### config.mk
export PLATFORM = sky130hd
export DESIGN_NAME = drive_status_word_packer
export DESIGN_NICKNAME = d
export VERILOG_FILES = /design/src/hdl/drive_status_word_packer.v /design/src/hdl/encoder_status_pack.v
export VERILOG_INCLUDE_DIRS = /design/src /design/src/hdl
export SDC_FILE = /design/constraint.sdc
export NUM_CORES = 1
export LEC_CHECK = 0
export ABC_CLOCK_PERIOD_IN_PS = 3490
export BUFFER_PORTS_ARGS = -buffer_cell sky130_fd_sc_hd__buf_2
export CORE_MARGIN = 2
export CORE_UTILIZATION = 42
export DETAILED_ROUTE_END_ITERATION = 16
export PLACE_DENSITY_LB_ADDON = 0.15
export SETUP_SLACK_MARGIN = 0.4
export SLEW_MARGIN = 20
export SYNTH_ARGS = -nofsm -noshare
export SYNTH_HDL_FRONTEND = slang
export SYNTH_SLANG_ARGS = --single-unit
### constraint.sdc
create_clock -name I_MCLK -period 3.49 [get_ports I_MCLK]
set_clock_uncertainty 0.05 [all_clocks]
set_input_delay 0.1745 -clock I_MCLK [delete_from_list [all_inputs] [get_ports I_MCLK]]
set_output_delay 0.1745 -clock I_MCLK [all_outputs]
set_load 0.005 [all_outputs]
### src/hdl/status_word_defs.vh
// Bit positions, telegram codes and widths for the drive status word packer.
`ifndef STATUS_WORD_DEFS_VH
`define STATUS_WORD_DEFS_VH

`define SW_WORD_W        16
`define SW_TGM_W         8
`define SW_XIST_W        32

// Telegram numbers.
`define SW_TGM_102       8'h66
`define SW_TGM_105       8'h69
`define SW_TGM_7         8'h07
`define SW_TGM_9         8'h09
`define SW_TGM_110       8'h6E
`define SW_TGM_111       8'h6F

// Drive status word 1, common and speed layout.
`define DW1_BASE_LSB     0
`define DW1_DEV_OK       8
`define DW1_CTRL_REQ     9
`define DW1_CMP_REACHED  10
`define DW1_ACLASS_LSB   11
`define DW1_TORQUE       14
// Drive status word 1, positioning layout.
`define DW1_FOLLOW_OK    8
`define DW1_TARGET       10
`define DW1_REF_SET      11
`define DW1_BLOCK_ACK    12
`define DW1_SP_FIXED     13
`define DW1_ACCEL        14
`define DW1_DECEL        15

// Drive status word 2.
`define DW2_RAMP_OFF     4
`define DW2_BRAKE_OPEN   5
`define DW2_INT_INHIBIT  6
`define DW2_ACLASS_LSB   5
`define DW2_FIXED_STOP   8
`define DW2_PULSES_ON    10
`define DW2_LIFE_LSB     12

// Encoder 1 status word.
`define EW_FUNC_LSB      0
`define EW_CAPT_LSB      4
`define EW_ACK_FAULT     11
`define EW_ABS_CYCLIC    13
`define EW_PARKED        14
`define EW_FAULT         15

`define SW_RESET_WORD    16'h0000

`endif

### src/hdl/drive_status_word_packer.v
// Packs drive state flags into cyclic drive and encoder status words.
`timescale 1ns/1ps
`default_nettype none
`include "status_word_defs.vh"
module drive_status_word_packer #(
    parameter XIST_W = `SW_XIST_W
) (
    // Clock and reset.
    input  wire              I_MCLK,
    input  wire              I_SRST,
    // Telegram selection.
    input  wire [7:0]        I_TELEGRAM,
    // Common drive state flags.
    input  wire              I_READY_ON,
    input  wire              I_READY_OP,
    input  wire              I_OP_ENABLED,
    input  wire              I_FAULT,
    input  wire              I_NO_COAST_STOP,
    input  wire              I_NO_QUICK_STOP,
    input  wire              I_ON_INHIBIT,
    input  wire              I_ALARM,
    input  wire              I_CTRL_REQ,
    input  wire [1:0]        I_ALARM_CLASS,
    input  wire              I_FIXED_STOP_MOVE,
    input  wire              I_PULSES_ON,
    input  wire [3:0]        I_SIGN_OF_LIFE,
    // Speed and torque flags.
    input  wire              I_SPEED_DEV_OK,
    input  wire              I_SPEED_CMP,
    input  wire              I_TORQUE_CTRL,
    input  wire              I_RAMP_OFF,
    input  wire              I_BRAKE_OPEN,
    input  wire              I_INT_INHIBIT,
    // Positioning flags.
    input  wire              I_DC_LINK_BLOCKED,
    input  wire              I_FOLLOW_SETPOINT,
    input  wire              I_FOLLOW_ERR_OK,
    input  wire              I_TARGET_REACHED,
    input  wire              I_REF_SET,
    input  wire              I_BLOCK_ACK,
    input  wire              I_SETPOINT_FIXED,
    input  wire              I_ACCEL,
    input  wire              I_DECEL,
    // Encoder 1 flags.
    input  wire [3:0]        I_ENC_FUNC_ACTIVE,
    input  wire [3:0]        I_ENC_CAPT_READY,
    input  wire              I_ENC_ACK_FAULT,
    input  wire              I_ENC_ABS_CYCLIC,
    input  wire              I_ENC_PARKED,
    input  wire              I_ENC_FAULT,
    input  wire [XIST_W-1:0] I_ENC_CAPT_VALUE,
    input  wire [XIST_W-1:0] I_ENC_FAULT_CODE,
    // Status words.
    output reg  [15:0]       O_DRIVE_STATUS_WORD_1,
    output reg  [15:0]       O_DRIVE_STATUS_WORD_2,
    output reg  [15:0]       O_ENCODER1_STATUS_WORD,
    output reg  [XIST_W-1:0] O_ENCODER_POSITION_VALUE_2,
    output reg               O_LAYOUT_VALID
);
    // Telegram class codes, one-hot.
    localparam [2:0] LAY_NONE  = 3'h1;
    localparam [2:0] LAY_SPEED = 3'h2;
    localparam [2:0] LAY_POS   = 3'h4;

    // Classify a telegram number into a word layout.
    function [2:0] layout_of;
        input [7:0] tgm;
        begin
            case (tgm)
                `SW_TGM_102, `SW_TGM_105: layout_of = LAY_SPEED;
                `SW_TGM_7, `SW_TGM_9,
                `SW_TGM_110, `SW_TGM_111: layout_of = LAY_POS;
                default: layout_of = LAY_NONE;
            endcase
        end
    endfunction

    wire [2:0]        layout;
    wire              has_word2;
    wire [15:0]       enc_word;
    wire [XIST_W-1:0] enc_xist2;
    reg  [15:0]       next_word1;
    reg  [15:0]       next_word2;

    assign layout = layout_of(I_TELEGRAM);
    // Telegram 7 carries no second word, so it must read as zero there.
    assign has_word2 = (layout == LAY_SPEED) ||
                       ((layout == LAY_POS) && (I_TELEGRAM != `SW_TGM_7));

    // Encoder word packing.
    encoder_status_pack #(
        .XIST_W (XIST_W)
    ) u_enc (
        .i_func_active (I_ENC_FUNC_ACTIVE),
        .i_capt_ready  (I_ENC_CAPT_READY),
        .i_ack_fault   (I_ENC_ACK_FAULT),
        .i_abs_cyclic  (I_ENC_ABS_CYCLIC),
        .i_parked      (I_ENC_PARKED),
        .i_fault       (I_ENC_FAULT),
        .i_capt_value  (I_ENC_CAPT_VALUE),
        .i_fault_code  (I_ENC_FAULT_CODE),
        .o_word        (enc_word),
        .o_xist2       (enc_xist2)
    );

    // Assemble drive words for the selected layout; all else stays zero.
    always @* begin
        next_word1 = `SW_RESET_WORD;
        next_word2 = `SW_RESET_WORD;
        case (layout)
            LAY_SPEED: begin
                next_word1[`DW1_BASE_LSB +: 8] = {I_ALARM, I_ON_INHIBIT,
                    I_NO_QUICK_STOP, I_NO_COAST_STOP, I_FAULT,
                    I_OP_ENABLED, I_READY_OP, I_READY_ON};
                next_word1[`DW1_DEV_OK] = I_SPEED_DEV_OK;
                next_word1[`DW1_CTRL_REQ] = I_CTRL_REQ;
                next_word1[`DW1_CMP_REACHED] = I_SPEED_CMP;
                next_word1[`DW1_ACLASS_LSB +: 2] = I_ALARM_CLASS;
                next_word1[`DW1_TORQUE] = I_TORQUE_CTRL;
                next_word2[`DW2_RAMP_OFF] = I_RAMP_OFF;
                next_word2[`DW2_INT_INHIBIT] = I_INT_INHIBIT;
                next_word2[`DW2_BRAKE_OPEN] = I_BRAKE_OPEN;
            end
            LAY_POS: begin
                next_word1[`DW1_BASE_LSB +: 8] = {I_ALARM, I_ON_INHIBIT,
                    I_NO_QUICK_STOP, I_NO_COAST_STOP, I_FAULT,
                    I_FOLLOW_SETPOINT, I_DC_LINK_BLOCKED,
                    I_READY_ON};
                next_word1[`DW1_FOLLOW_OK] = I_FOLLOW_ERR_OK;
                next_word1[`DW1_CTRL_REQ] = I_CTRL_REQ;
                next_word1[`DW1_TARGET] = I_TARGET_REACHED;
                next_word1[`DW1_REF_SET] = I_REF_SET;
                next_word1[`DW1_BLOCK_ACK] = I_BLOCK_ACK;
                next_word1[`DW1_SP_FIXED] = I_SETPOINT_FIXED;
                next_word1[`DW1_ACCEL] = I_ACCEL;
                next_word1[`DW1_DECEL] = I_DECEL;
                if (has_word2) begin
                    next_word2[`DW2_ACLASS_LSB +: 2] = I_ALARM_CLASS;
                    next_word2[`DW2_PULSES_ON] = I_PULSES_ON;
                end
            end
            default: begin
                next_word1 = `SW_RESET_WORD;
            end
        endcase
        // Shared word 2 fields for both layouts.
        if (has_word2) begin
            next_word2[`DW2_FIXED_STOP] = I_FIXED_STOP_MOVE;
            next_word2[`DW2_LIFE_LSB +: 4] = I_SIGN_OF_LIFE;
        end
    end

    // Register every word so the controller samples glitch-free values.
    always @(posedge I_MCLK) begin
        if (I_SRST) begin
            O_DRIVE_STATUS_WORD_1      <= `SW_RESET_WORD;
            O_DRIVE_STATUS_WORD_2      <= `SW_RESET_WORD;
            O_ENCODER1_STATUS_WORD     <= `SW_RESET_WORD;
            O_ENCODER_POSITION_VALUE_2 <= {XIST_W{1'b0}};
            O_LAYOUT_VALID             <= 1'b0;
        end else begin
            O_DRIVE_STATUS_WORD_1      <= next_word1;
            O_DRIVE_STATUS_WORD_2      <= next_word2;
            O_ENCODER1_STATUS_WORD     <= enc_word;
            O_ENCODER_POSITION_VALUE_2 <= enc_xist2;
            O_LAYOUT_VALID             <= (layout != LAY_NONE);
        end
    end
endmodule
`default_nettype wire

### src/hdl/encoder_status_pack.v
// Encoder 1 status word and position value 2 selection.
`timescale 1ns/1ps
`default_nettype none
`include "status_word_defs.vh"
module encoder_status_pack #(
    parameter XIST_W = `SW_XIST_W
) (
    // Encoder state flags.
    input  wire [3:0]        i_func_active,
    input  wire [3:0]        i_capt_ready,
    input  wire              i_ack_fault,
    input  wire              i_abs_cyclic,
    input  wire              i_parked,
    input  wire              i_fault,
    // Position sources.
    input  wire [XIST_W-1:0] i_capt_value,
    input  wire [XIST_W-1:0] i_fault_code,
    // Packed results.
    output reg  [15:0]       o_word,
    output reg  [XIST_W-1:0] o_xist2
);
    // Unused positions stay at zero so the controller never sees stale bits.
    always @* begin
        o_word = `SW_RESET_WORD;
        o_word[`EW_FUNC_LSB +: 4] = i_func_active;
        o_word[`EW_CAPT_LSB +: 4] = i_capt_ready;
        o_word[`EW_ACK_FAULT] = i_ack_fault;
        o_word[`EW_ABS_CYCLIC] = i_abs_cyclic;
        o_word[`EW_PARKED] = i_parked;
        o_word[`EW_FAULT] = i_fault;
        // A fault code takes priority over any captured position.
        o_xist2 = i_fault ? i_fault_code : i_capt_value;
    end
endmodule
`default_nettype wire

==> flow_summary.ini <==
[status]
result_of_the_run = finished, final reports clean

[global_routing]
grt_pass1_wl_um = 9500
grt_remaining_overflow = 0
globalRouteTotalUtil = 0.193
grt_pass1_vias = 2127
initial_antenna_violation_count = 0
grt_start_max_net_pins = 54

[floorplanning]
floorplan.die.height_um = 81.6
die_width_um = 81.6
core_region_area_um2 = 5890
rows = 28
floorplan.initialDensity = 0.430
design.die.area_um2 = 6660
num_io_pins = 199

[detailed_routing]
remaining_drc_errors = 0
met3_length_um = 734
detail_route.iter0.violations = 49
met2_routed_wirelength_um = 3420
met1Wirelength_um = 2420
top_sig_layer = met4
wl_um = 6710
drt-pass1-iter-count = 4
dr_total_vias = 2360
post_drt_wl_per_cell_um = 12.8
avgViaCountPerCell = 4.50
postRouteAntennaNets = 0

[logic_synthesis]
muxShareOfSynthArea = 0.131
synth_seq_cells = 70
synth_compound_gate_area_share = 0.0529
synthArstFlopShare = 0
synth_top_family_by_area = simple AND/OR/NAND/NOR gates
synth_area_per_cell_um2 = 10.5
post_synth_top_area_cell = sky130_fd_sc_hd__dfxtp_1
synth.distinct_cells = 31
synthXorXnorAreaFrac = 0
synth_largest_type_area_fraction = 0.554
ys_top_cells_by_area = sky130_fd_sc_hd__dfxtp_1 55%, sky130_fd_sc_hd__mux2i_1 13%, sky130_fd_sc_hd__nor2_1 6.8%
synthCells = 242
synth_sequential_area_ratio = 0.554
ys.warnings.count = 0
postSynth.topFlopCell = sky130_fd_sc_hd__dfxtp_1
synth_adder_area_share = 0.0148
netlist_top_cells_count = 70 x sky130_fd_sc_hd__dfxtp_1, 46 x sky130_fd_sc_hd__nor2_1, 32 x sky130_fd_sc_hd__mux2i_1, 14 x sky130_fd_sc_hd__buf_4, 12 x sky130_fd_sc_hd__nor2b_1
netlist_area_um2 = 2530
synth-edff-count = 0
yosys.area_share.simple = 0.176
synth.most_common_cell = sky130_fd_sc_hd__dfxtp_1

[cells_and_area]
fin_cells = 524
layout-drive-gt1-share = 0.457
layout.nets = 566
diodes = 0
fillers = 515
final_cell_area_um2 = 3770
signed_area_change_from_the_synthesized_netlist_to_the_final_layout_pct = 49.2

[clocking]
clk_transition_reported_paths_ns = 0.07
postCtsSetupRepairBufs = 0
cts_num_sinks = 70
clock_tree.root_cell = sky130_fd_sc_hd__clkbuf_8
max-clock-path-buffers = 2
ctsHtreeMaxLevel = 3
tritoncts.num_buffers = 9
cts_tree = built

[setup_path]
cp_slowest_stage_delay_ns = 0.37
timing.critical_path.cells = buf_2 -> nor2_1 -> nand3_1 -> and3_1 -> ha_1 -> or2_1 -> a21oi_4 -> and2_1
start_kind = input port
worst-setup-path-type = input port to flip-flop
endpoint_kind = flip-flop
cp_data_arrival_time_ns = 2.05
cp.required_ns = 3.71
critical_path_peak_fanout = 8
slowest_stage = sky130_fd_sc_hd__or2_1

[timing]
grt_setup_unrepaired = no
max_freq_mhz = 548
setup_tns_ns = 0
period_share = 0.523
post-route-min-period_ns = 1.83
final-hold-violation-count = 0
setup_viol = 0
timing.slew.headroom = 0.379
final-max-slew-violation-count = 0
worst_slew_pin_slew_ns = 0.931

[place]
dp.final_hpwl_um = 5120
postPlaceCellArea_um2 = 3440
globalplace.congestion = 0.802
post-place-cells = 491
buffer_ports.inserted = 187

[power_and_ir_drop]
power.sequential.fraction = 0.540
cellLeakagePower_nw = 2.01
cellInternalPower_mw = 1.19
share_of_total_power_in_combinational_logic = 0.125
clockPowerShare = 0.335
vdd.ir_drop.worst_mv = 0.235
power.total_mw = 1.55
switching_share = 0.232
cellPowerDensity_nw_per_um2 = 411
netSwitchingPower_uw = 361

[hold_path]
worst_hold_class = input port to flip-flop

[job]
cap_viol_max_count = 0
-- stage by stage --
stage	hold slack, ns	setup slack (ns)	utilization
6_report	0.0160	1.66	0.641
5_1_grt	0.00622	1.53	0.641
4_1_cts	0.000206	1.67	0.639
3_5_place_dp	0.327	1.33	0.584
3_3_place_gp	0.325	1.41	0.584
2_1_floorplan	0.237	1.67	-
-- worst max-delay path, delay by kind of cell --
family,cells,cell delay [ns]
AOI/OAI and AO/OA,1,0.22
and+or+nand+nor,5,1.22
adders and majority gates,1,0.34
buffers and inverters,1,0.10
-- cell usage in the layout, fill, tap and decap left out, drive strengths merged, types with 3 or more instances in the layout --
cell         instances
buf                188
dfxtp               70
nor2                46
mux2i               32
dlygate4sd3         18
nor2b               12
conb                11
clkbuf              10
and2                 9
a21oi                8
a22oi                7
nand2b               6
clkinv               4
nand4                3
ha                   3
inv                  3
-- registers in the layout, summed over array words and instances (netlist names) --
name                        cells
O_DRIVE_STATUS_WORD_2           9
O_ENCODER1_STATUS_WORD         12
O_LAYOUT_VALID                  1
O_ENCODER_POSITION_VALUE_2     32
O_DRIVE_STATUS_WORD_1          16
-- final timing paths --
kind | start | endpoint | slack [ns] | cells after the start
worst max-delay path | I_TELEGRAM[4] | O_DRIVE_STATUS_WORD_1[6] | 1.66 | 8
worst min-delay path | I_FIXED_STOP_MOVE | O_DRIVE_STATUS_WORD_2[8] | 0.02 | 3
-- layout make-up --
type	count	area [um^2]	share of cell area
clock buffer	10	128	0.0338
clock inverter	5	27.5	0.00729
inverter	3	11.3	0.00298
multi-input combinational	155	988	0.262
sequential	70	1400	0.371
tap	75	93.8	0.0249
timing repair buffer	206	1120	0.298
-- repair_timing --
action | CTS | global route
hold endpoints to repair | 17 | 1
resized for setup | 0 | 0
hold buffers | 17 | 1
-- power by group through the flow --
stage / logic (mW) / clock network (mW) / registers [mW]
floorplan: 0.0769 / 0 / 0.862
global placement: 0.176 / 0 / 0.855
detailed placement: 0.180 / 0 / 0.856
CTS: 0.196 / 0.539 / 0.838
global route: 0.216 / 0.583 / 0.841
finish: 0.194 / 0.520 / 0.838
-- kinds of logic (layout without fill, tap and decap cells) --
| group | after synthesis | count (layout) |
|---|---|---|
| simple gates | 89 | 89 |
| flops | 70 | 70 |
| mux | 33 | 33 |
| buf+inv | 27 | 224 |
| compound gates | 19 | 19 |
| fa+ha+maj | 3 | 3 |
| other cells | 1 | 11 |
-- metal layers --
metal | up-vias | global-route usage
met1 | 1052 | 0.198
met4 | 0 | 0.107
met2 | 116 | 0.344
met5 | - | 0
li1 | 1180 | -
met3 | 12 | 0.0626
Power figures use the tool's default switching activity.
